==> src/hw/apc_map.svh <==
/*
 * Register indices, reset values, field codes and timing figures for the
 * auxiliary pin block. Assumes inclusion by bare name from the design files.
 */
`ifndef APC_MAP_SVH
`define APC_MAP_SVH

// Register indices; byte address is four times the index.
`define APC_IDX_FORCE_WP   8'hC5
`define APC_IDX_RING_SEL   8'hC6
`define APC_IDX_PIN_A      8'hE0
`define APC_IDX_PIN_B      8'hE1
`define APC_IDX_PIN_C      8'hE2
`define APC_IDX_EVT_STAT   8'hF0
`define APC_IDX_PIN_DATA   8'hF1

// Reset values.
`define APC_RST_FORCE_WP   8'h00
`define APC_RST_RING_SEL   8'h00
`define APC_RST_PIN_CFG    8'h01
`define APC_RST_PIN_DATA   3'h0

// Implemented-bit masks; reserved bits store nothing and read zero.
`define APC_MASK_FORCE_WP  8'h01
`define APC_MASK_RING_SEL  8'h07
`define APC_MASK_PIN_A     8'h8F
`define APC_MASK_PIN_BC    8'h9F

// Function select codes.
`define APC_FN_GPIO        2'h0
`define APC_FN_ALT1        2'h1
`define APC_FN_ALT2        2'h2
`define APC_FN_ALT3        2'h3

// Event status bit positions.
`define APC_EVT_RING       0
`define APC_EVT_EDGE1      1
`define APC_EVT_EDGE2      2

// Field position of the drive-0 force bit.
`define APC_BIT_FORCE_WP   0

// Timing figures.
`define APC_CLK_HZ         100000000
`define APC_RING_MIN_HZ    15
`define APC_RING_TRAIN_MS  200
`define APC_MS_PER_S       1000

`endif

==> src/hw/apc_pkg.sv <==
/*
 * Types shared by the auxiliary pin block.
 * Assumes the map header is compiled alongside for constants.
 */
package apc_pkg;

    // One pin configuration byte.
    typedef struct packed {
        logic       open_drain;
        logic [1:0] rsvd;
        logic [1:0] func;
        logic       grp_en;
        logic       invert;
        logic       is_input;
    } apc_pin_cfg_t;

    // Pins sampled from outside the clock domain.
    typedef struct packed {
        logic       ds0_n;
        logic       wp_n;
        logic       pp_wp_n;
        logic       ri1_n;
        logic       ri2_n;
        logic [2:0] pin;
    } apc_pins_t;

endpackage

==> src/hw/apc_top.sv <==
/*
 * Auxiliary pin block: forced write-protect, ring wake filter, three
 * configurable general-purpose pins and event latches, behind an APB slave.
 * Assumes one 100 MHz clock, a synchronous active-low reset, and that the
 * pin inputs are asynchronous to it while the watchdog, keyboard and
 * management interrupt sources run on the same clock.
 */
`timescale 1ns/1ps
`include "apc_map.svh"

module apc_top
    import apc_pkg::*;
#(
    parameter int ADDR_W         = 10,
    parameter int CNT_W          = 25,
    parameter int RING_GAP_CYC   = `APC_CLK_HZ / `APC_RING_MIN_HZ,
    parameter int RING_TRAIN_CYC = (`APC_CLK_HZ / `APC_MS_PER_S) * `APC_RING_TRAIN_MS
) (
    // Clock and reset
    input  wire logic              SYS_CLK,
    input  wire logic              RST_N,
    // APB slave
    input  wire logic              PSEL,
    input  wire logic              PENABLE,
    input  wire logic              PWRITE,
    input  wire logic [ADDR_W-1:0] PADDR,
    input  wire logic [31:0]       PWDATA,
    output logic      [31:0]       PRDATA,
    output logic                   PREADY,
    output logic                   PSLVERR,
    // Floppy write-protect path
    input  wire logic              DRIVE0_SELECT_N,
    input  wire logic              WRITE_PROTECT_N,
    input  wire logic              PP_WRITE_PROTECT_N,
    output logic                   CORE_WRITE_PROTECT_N,
    output logic                   PP_CORE_WRITE_PROTECT_N,
    // Ring inputs and wake outputs
    input  wire logic              RING_IND_PORT1_N,
    input  wire logic              RING_IND_PORT2_N,
    output logic                   RING_WAKE_OUT_N,
    output logic                   POWER_ON_REQ,
    // Alternate function sources
    input  wire logic              SYS_MGMT_IRQ_N,
    input  wire logic              WATCHDOG_OUT,
    input  wire logic              KBC_PORT1_BIT7,
    // General-purpose pins A, B, C
    input  wire logic [2:0]        PIN_IN,
    output logic      [2:0]        PIN_OUT,
    output logic      [2:0]        PIN_OE,
    // Interrupts
    output logic                   COMBINED_IRQ1,
    output logic                   EDGE_IRQ1,
    output logic                   EDGE_IRQ2
);

    localparam logic [CNT_W-1:0] GAP_MAX   = CNT_W'(RING_GAP_CYC);
    localparam logic [CNT_W-1:0] TRAIN_MAX = CNT_W'(RING_TRAIN_CYC - 1);

    apc_pins_t     sync1;
    apc_pins_t     sync2;
    logic [7:0]    force_wp;
    logic [7:0]    ring_sel;
    apc_pin_cfg_t  cfg [3];
    logic [2:0]    data_out;
    logic [2:0]    evt_latch;
    logic [2:0]    next_evt;
    logic [2:0]    in_val;
    logic [2:0]    in_prev;
    logic [2:0]    pin_src;
    logic [2:0]    ring_raw;
    logic [2:0]    ring_ind;
    logic          ring_any_q;
    logic [7:0]    idx;
    logic          aligned;
    logic          wr_acc;
    logic          rd_setup;
    logic          rd_acc;
    logic [31:0]   next_rdata;
    logic          next_err;
    logic [2:0]    edge_evt;

    // Every pin input passes two flops before anything reads it.
    always_ff @(posedge SYS_CLK) begin
        if (!RST_N) begin
            sync1 <= '1;
            sync2 <= '1;
        end else begin
            sync1 <= {DRIVE0_SELECT_N, WRITE_PROTECT_N, PP_WRITE_PROTECT_N,
                      RING_IND_PORT1_N, RING_IND_PORT2_N, PIN_IN};
            sync2 <= sync1;
        end
    end

    assign idx      = PADDR[ADDR_W-1:2];
    assign aligned  = (PADDR[1:0] == 2'h0);
    assign wr_acc   = PSEL && PENABLE && PREADY && PWRITE;
    assign rd_acc   = PSEL && PENABLE && PREADY && !PWRITE;
    assign rd_setup = PSEL && !PENABLE && !PWRITE;

    // Read data and error are formed in the setup cycle so they leave flops.
    always_comb begin
        next_rdata = 32'h0000_0000;
        next_err   = 1'b0;
        if (!aligned) begin
            next_err = 1'b1;
        end else if (idx == `APC_IDX_FORCE_WP) begin
            next_rdata[7:0] = force_wp & `APC_MASK_FORCE_WP;
        end else if (idx == `APC_IDX_RING_SEL) begin
            next_rdata[7:0] = ring_sel & `APC_MASK_RING_SEL;
        end else if (idx == `APC_IDX_PIN_A) begin
            next_rdata[7:0] = cfg[0] & `APC_MASK_PIN_A;
        end else if (idx == `APC_IDX_PIN_B) begin
            next_rdata[7:0] = cfg[1] & `APC_MASK_PIN_BC;
        end else if (idx == `APC_IDX_PIN_C) begin
            next_rdata[7:0] = cfg[2] & `APC_MASK_PIN_BC;
        end else if (idx == `APC_IDX_EVT_STAT) begin
            next_rdata[2:0] = evt_latch;
        end else if (idx == `APC_IDX_PIN_DATA) begin
            next_rdata[2:0] = in_val;
        end else begin
            next_err = 1'b1;
        end
    end

    // One-wait-free slave: ready rises for the access phase of each transfer.
    always_ff @(posedge SYS_CLK) begin
        if (!RST_N) begin
            PREADY  <= 1'b0;
            PSLVERR <= 1'b0;
            PRDATA  <= 32'h0000_0000;
        end else begin
            PREADY  <= PSEL && !PENABLE;
            PSLVERR <= PSEL && !PENABLE && next_err;
            if (rd_setup) begin
                PRDATA <= next_rdata;
            end
        end
    end

    always_ff @(posedge SYS_CLK) begin
        if (!RST_N) begin
            force_wp <= `APC_RST_FORCE_WP;
            ring_sel <= `APC_RST_RING_SEL;
            data_out <= `APC_RST_PIN_DATA;
        end else if (wr_acc && aligned) begin
            if (idx == `APC_IDX_FORCE_WP) begin
                force_wp <= PWDATA[7:0] & `APC_MASK_FORCE_WP;
            end else if (idx == `APC_IDX_RING_SEL) begin
                ring_sel <= PWDATA[7:0] & `APC_MASK_RING_SEL;
            end else if (idx == `APC_IDX_PIN_DATA) begin
                data_out <= PWDATA[2:0];
            end
        end
    end

    always_ff @(posedge SYS_CLK) begin
        if (!RST_N) begin
            cfg[0] <= `APC_RST_PIN_CFG;
            cfg[1] <= `APC_RST_PIN_CFG;
            cfg[2] <= `APC_RST_PIN_CFG;
        end else if (wr_acc && aligned) begin
            if (idx == `APC_IDX_PIN_A) begin
                cfg[0] <= PWDATA[7:0] & `APC_MASK_PIN_A;
            end else if (idx == `APC_IDX_PIN_B) begin
                cfg[1] <= PWDATA[7:0] & `APC_MASK_PIN_BC;
            end else if (idx == `APC_IDX_PIN_C) begin
                cfg[2] <= PWDATA[7:0] & `APC_MASK_PIN_BC;
            end
        end
    end

    always_ff @(posedge SYS_CLK) begin
        if (!RST_N) begin
            CORE_WRITE_PROTECT_N    <= 1'b1;
            PP_CORE_WRITE_PROTECT_N <= 1'b1;
        end else begin
            CORE_WRITE_PROTECT_N    <= sync2.wp_n &&
                !(force_wp[`APC_BIT_FORCE_WP] && !sync2.ds0_n);
            PP_CORE_WRITE_PROTECT_N <= sync2.pp_wp_n &&
                !(force_wp[`APC_BIT_FORCE_WP] && !sync2.ds0_n);
        end
    end

    always_comb begin
        ring_raw[0] = (cfg[1].func == `APC_FN_ALT1) ? sync2.pin[1] : 1'b1;
        ring_raw[1] = sync2.ri1_n;
        ring_raw[2] = sync2.ri2_n;
    end

    // A train is qualified once falling edges keep arriving within one
    // slowest-rate period for the whole train time; a longer gap ends it.
    for (genvar ch = 0; ch < 3; ch++) begin : g_ring
        logic             prev;
        logic [CNT_W-1:0] gap;
        logic [CNT_W-1:0] train;
        logic             qual;

        always_ff @(posedge SYS_CLK) begin
            if (!RST_N) begin
                prev  <= 1'b1;
                gap   <= GAP_MAX;
                train <= '0;
                qual  <= 1'b0;
            end else begin
                prev <= ring_raw[ch];
                if (prev && !ring_raw[ch]) begin
                    gap <= '0;
                end else if (gap != GAP_MAX) begin
                    gap <= gap + 1'b1;
                end
                if (gap == GAP_MAX) begin
                    train <= '0;
                    qual  <= 1'b0;
                end else if (train == TRAIN_MAX) begin
                    qual <= 1'b1;
                end else begin
                    train <= train + 1'b1;
                end
            end
        end

        assign ring_ind[ch] = ring_sel[ch] ? qual : !ring_raw[ch];
    end

    always_comb begin
        edge_evt    = 3'h0;
        edge_evt[`APC_EVT_RING]  = (|ring_ind) && !ring_any_q;
        edge_evt[`APC_EVT_EDGE1] = (cfg[1].func == `APC_FN_ALT2) &&
                                   (in_val[1] != in_prev[1]);
        edge_evt[`APC_EVT_EDGE2] = (cfg[2].func == `APC_FN_ALT3) &&
                                   (in_val[2] != in_prev[2]);
        // A read clears only the bits it reported in its setup cycle, so an
        // event landing between setup and access waits for the next read.
        // An edge in the clearing cycle itself survives as well.
        next_evt = evt_latch;
        if (rd_acc && aligned && idx == `APC_IDX_EVT_STAT) begin
            next_evt = evt_latch & ~PRDATA[2:0];
        end
        next_evt = next_evt | edge_evt;
    end

    always_ff @(posedge SYS_CLK) begin
        if (!RST_N) begin
            ring_any_q      <= 1'b0;
            in_prev         <= 3'h0;
            evt_latch       <= 3'h0;
            RING_WAKE_OUT_N <= 1'b1;
            POWER_ON_REQ    <= 1'b0;
            EDGE_IRQ1       <= 1'b0;
            EDGE_IRQ2       <= 1'b0;
        end else begin
            ring_any_q      <= |ring_ind;
            in_prev         <= in_val;
            evt_latch       <= next_evt;
            RING_WAKE_OUT_N <= !(|ring_ind);
            POWER_ON_REQ    <= next_evt[`APC_EVT_RING];
            EDGE_IRQ1       <= next_evt[`APC_EVT_EDGE1];
            EDGE_IRQ2       <= next_evt[`APC_EVT_EDGE2];
        end
    end

    always_comb begin
        pin_src[0] = cfg[0].func[0] ? SYS_MGMT_IRQ_N : data_out[0];
        pin_src[1] = data_out[1];
        case (cfg[2].func)
            `APC_FN_ALT1: pin_src[2] = WATCHDOG_OUT;
            `APC_FN_ALT2: pin_src[2] = KBC_PORT1_BIT7;
            default:      pin_src[2] = data_out[2];
        endcase
    end

    for (genvar p = 0; p < 3; p++) begin : g_pin
        assign in_val[p] = sync2.pin[p] ^ cfg[p].invert;

        always_ff @(posedge SYS_CLK) begin
            if (!RST_N) begin
                PIN_OUT[p] <= 1'b0;
                PIN_OE[p]  <= 1'b0;
            end else begin
                if (cfg[p].is_input) begin
                    PIN_OUT[p] <= 1'b0;
                    PIN_OE[p]  <= 1'b0;
                end else if (cfg[p].open_drain) begin
                    PIN_OUT[p] <= 1'b0;
                    PIN_OE[p]  <= !(pin_src[p] ^ cfg[p].invert);
                end else begin
                    PIN_OUT[p] <= pin_src[p] ^ cfg[p].invert;
                    PIN_OE[p]  <= 1'b1;
                end
            end
        end
    end

    always_ff @(posedge SYS_CLK) begin
        if (!RST_N) begin
            COMBINED_IRQ1 <= 1'b0;
        end else begin
            COMBINED_IRQ1 <= |(in_val & {cfg[2].grp_en, cfg[1].grp_en, cfg[0].grp_en});
        end
    end

endmodule

==> config.mk <==
export PLATFORM = sky130hd
export DESIGN_NAME = apc_top
export DESIGN_NICKNAME = d
export VERILOG_FILES = /design/src/hw/apc_pkg.sv /design/src/hw/apc_top.sv
export VERILOG_INCLUDE_DIRS = /design/src /design/src/hw
export SDC_FILE = /design/constraint.sdc
export NUM_CORES = 1
export LEC_CHECK = 0
export BUFFER_PORTS_ARGS = -buffer_cell sky130_fd_sc_hd__buf_2
export CAP_MARGIN = 30
export CORE_ASPECT_RATIO = 1.5
export CORE_UTILIZATION = 59
export CTS_CLUSTER_SIZE = 20
export DETAILED_ROUTE_END_ITERATION = 8
export PLACE_DENSITY = 0.77
export SKIP_CTS_REPAIR_TIMING = 1
export SYNTH_ARGS = -nofsm -noshare
export SYNTH_HDL_FRONTEND = slang
export SYNTH_SLANG_ARGS = --single-unit
==> constraint.sdc <==
create_clock -name SYS_CLK -period 2.7 [get_ports SYS_CLK]
set_input_delay 0 -clock SYS_CLK [delete_from_list [all_inputs] [get_ports SYS_CLK]]
set_output_delay 0 -clock SYS_CLK [all_outputs]
set_load 0.02 [all_outputs]
==> results by group <==
Worst setup path
  • CP arrival: 2.49 ns
  • Reg2reg setup slack: 0.43 ns
  • Worst setup EP type: flop
  • Worst r2r dst: cfg[0][0]
  • Crit Path Class: flop to flop
  • R2r startpoint: PREADY
  • Crit path max fanout: 6
  • Worst EP required: 2.92 ns
  • Crit path launch type: flop
  • Worst reg2reg path depth: 5

Global routing
  • First-pass GRT wire length: 34.37 mm
  • Total GRT Usage: 23.75%
  • Vias in the first global route: 7517
  • Overflow after GRT: 0
  • Largest net degree at the start of global routing: 35
  • Initial antenna violation count: 0

Run status
  • Failing checks: hold timing
  • Status: complete, but fails checks

Hold path
  • Hold Path Sink: PIN_OUT[0]
  • Hold Crit Start: SYS_MGMT_IRQ_N
  • WHS Path Cells: 4
  • Worst Hold Class: primary input to flop

Floorplanning
  • Core area: 16400 µm²
  • Die height: 161.3 µm
  • Num ports: 105
  • Row cnt: 57
  • Die Area: 17460 µm²
  • Initial core utilization: 60.88%
  • Die Width: 108.2 µm

STA
  • RSZ-0062 raised after global routing: no
  • Final setup vio count: 0
  • Final period util: 84.02%
  • Final min period: 2.269 ns
  • Max-slew headroom at the worst pin: 46.11%
  • Clock Skew: 0.008885 ns
  • Setup TNS: 0 ns
  • Worst hold slack: -0.01578 ns
  • Fmax: 440.8 MHz
  • Fin. Hold Viols: 1
  • Fin. max-slew vios: 0
  • Worst-Margin Slew: 0.8067 ns

Pwr
  • P_leak: 4.110 nW
  • P_sw: 1.810 mW
  • Int Pwr: 5.626 mW
  • Logic gate share of total power: 9.8%
  • Clock network power share: 42.3%
  • Tot Pwr: 7.436 mW
  • Peak VDD IR: 0.6390 mV
  • PwrDens: 655.9 nW/µm²
  • Net Sw Frac: 24.34%
  • Sequential share of power: 47.9%

Clock tree
  • Clock Latency Late Sink: 0.50 ns
  • Clock-pin slew on the worst setup and hold paths: 0.06 ns
  • CTS root buf: clkbuf_16
  • H-tree depth: 1
  • Clock tree sinks: 220
  • CTS tree: yes
  • Number of buffers created by CTS: 22
  • CTS max path bufs: 3

Yosys
  • Most instantiated library cell after synthesis: dfxtp_1
  • #FFs+latches synth: 220
  • Syn avg cell area: 8.941 µm²
  • Sequential area share after synthesis: 45.80%
  • Synthesized area: 9987 µm²
  • Ys async rst share: 0%
  • Share of the synthesized area in the top cell type: 40.69%
  • Yosys Warn Count: 0
  • Commonest cells in the netlist: 203 x dfxtp_1, 140 x nor2_1, 81 x xor2_1
  • Cell taking the most area after synthesis: dfxtp_1
  • Cell count after synthesis: 1117
  • Synth area leaders: dfxtp_1 41%, xor2_1 7.1%, nor2_1 5.3%
  • Synth cell types: 71
  • Post-synth EDFFs: 17
  • Main synth FF type: dfxtp_1

Cells and area
  • N_diodes: 0
  • Fillers: 1324
  • Layout cells sized above 1: 10.77%
  • NumNets Final: 1263
  • Final instance count without filler cells: 1413
  • Synth-to-layout area growth: 13.52%

Route
  • Remaining DRCs: 0
  • Via count: 8069
  • Number of detailed-route iterations in the first pass: 5
  • Post-DRT Antenna Nets: 0
  • Post-DR wirelength/cell: 14.51 µm
  • Initial drt markers: 442
  • Final WL: 20.50 mm
  • DR vias/cell: 5.711

Place
  • Placed cells: 1355
  • Port buffer count: 52
  • RD Place Congestion: 0.9565
  • DP HPWL: 14.01 mm

Job
  • Max-Cap Viols: 0
==> registers in the layout, summed over array words and instances, names as in the netlist <==
| register | cells |
|---|---|
| PREADY | 1 |
| PP_CORE_WRITE_PROTECT_N | 1 |
| PSLVERR | 1 |
| ring_raw | 2 |
| PIN_OUT | 3 |
| CORE_WRITE_PROTECT_N | 1 |
| ring_sel | 3 |
| evt_latch | 2 |
| sync2 | 6 |
| PRDATA | 6 |
| force_wp | 1 |
| in_prev | 2 |
| COMBINED_IRQ1 | 1 |
| cfg | 17 |
| g_ring.prev | 3 |
| g_ring.qual | 3 |
| EDGE_IRQ2 | 1 |
| ring_any_q | 1 |
| RING_WAKE_OUT_N | 1 |
| PIN_OE | 3 |
| data_out | 3 |
| g_ring.train | 75 |
| g_ring.gap | 75 |
| sync1 | 8 |
==> power by group through the flow <==
stage	clock [mW]	combinational (mW)	sequential (mW)
after detailed placement	0	0.700	3.63
after global placement	0	0.686	3.63
after CTS	3.21	0.708	3.56
final	3.15	0.726	3.56
after global routing	3.34	0.810	3.58
after floorplan	0	0.549	3.60
==> through the flow <==
step	utilization (%)	area [µm²]	setup WS, ns
2_1_floorplan	-	10080	0.4912
6_report	69.12	11340	0.4315
3_3_place_gp	63.25	10380	0.5462
4_1_cts	67.89	11140	0.4703
3_5_place_dp	63.25	10380	0.5034
5_1_grt	69.12	11340	0.3448
==> logic make-up (layout without fill, tap and decap cells) <==
group                    count (synthesis)  count (layout)  share of synthesized area (%)
buffers and inverters                   86             151                          4.498
flip-flops                             220             220                          45.80
multiplexers                            14              14                          1.416
XOR/XNOR                               123             123                          10.79
adder cells (fa/ha/maj)                 12              12                          1.503
AO/OA/AOI/OAI                          136             136                          8.256
other                                    1              26                        0.03755
AND/OR/NAND/NOR                        525             525                          27.70
==> routing by layer <==
layer / GRT usage, % / part of all wire (%) / up-vias
met5: 0 / 0 / -
met4: 6.725 / 1.9 / 0
met3: 2.785 / 4.4 / 35
met2: 42.85 / 51 / 188
met1: 29.26 / 43 / 3807
li1: - / - / 4039
==> final cells by class <==
cell class              count  area, µm²  area share (%)
clock buffers              30      663.1           5.849
clock inverters             8      98.84          0.8719
inverters                  22      82.58          0.7284
multi-input cells         836       5057           44.61
flip-flops and latches    220       4574           40.35
well taps                 206      257.7           2.273
repair buffers             91      603.1           5.320
==> how the worst max path moves through the flow <==
stage,from,endpoint,slack (ns),depth (start not counted)
after global placement,PREADY,cfg[0][12],0.55,5
after CTS,PREADY,cfg[0][0],0.47,5
after detailed placement,PREADY,cfg[0][12],0.50,5
after floorplan,PREADY,cfg[0][10],0.49,4
final,PREADY,cfg[0][0],0.43,5
after global routing,PREADY,cfg[0][12],0.34,5
==> worst max-delay path, cell delays in order, from the launching register on <==
cell and delay (ns):
dfxtp_1 0.33, nor4bb_1 0.37, nand3_1 0.28, or3_1 0.48, a211oi_2 0.37, nand2b_1 0.16
==> placed cells by master, fill, tap and decap left out, types with 3 or more instances in the layout <==
master	count
a211oi_2	3
a21oi_1	30
a221oi_1	3
a22oi_1	5
and2_1	13
and3_1	22
and4_1	10
buf_2	52
buf_4	19
clkbuf_16	23
clkbuf_8	6
clkinvlp_4	3
conb_1	26
dfxtp_1	203
dlygate4sd3_1	20
edfxtp_1	17
ha_1	12
inv_1	22
mux2i_1	13
nand2_1	68
nand2b_1	31
nand3_1	73
nand3b_1	3
nand4_1	43
nand4b_1	6
nor2_1	140
nor2b_1	9
nor3_1	33
nor3b_1	6
nor4_1	17
nor4_2	4
nor4b_1	5
o2111ai_1	4
o21ai_0	63
o311ai_0	4
o31ai_1	4
or3_1	22
or4_1	4
xnor2_1	42
xor2_1	81
Power figures use the tool's default switching activity.
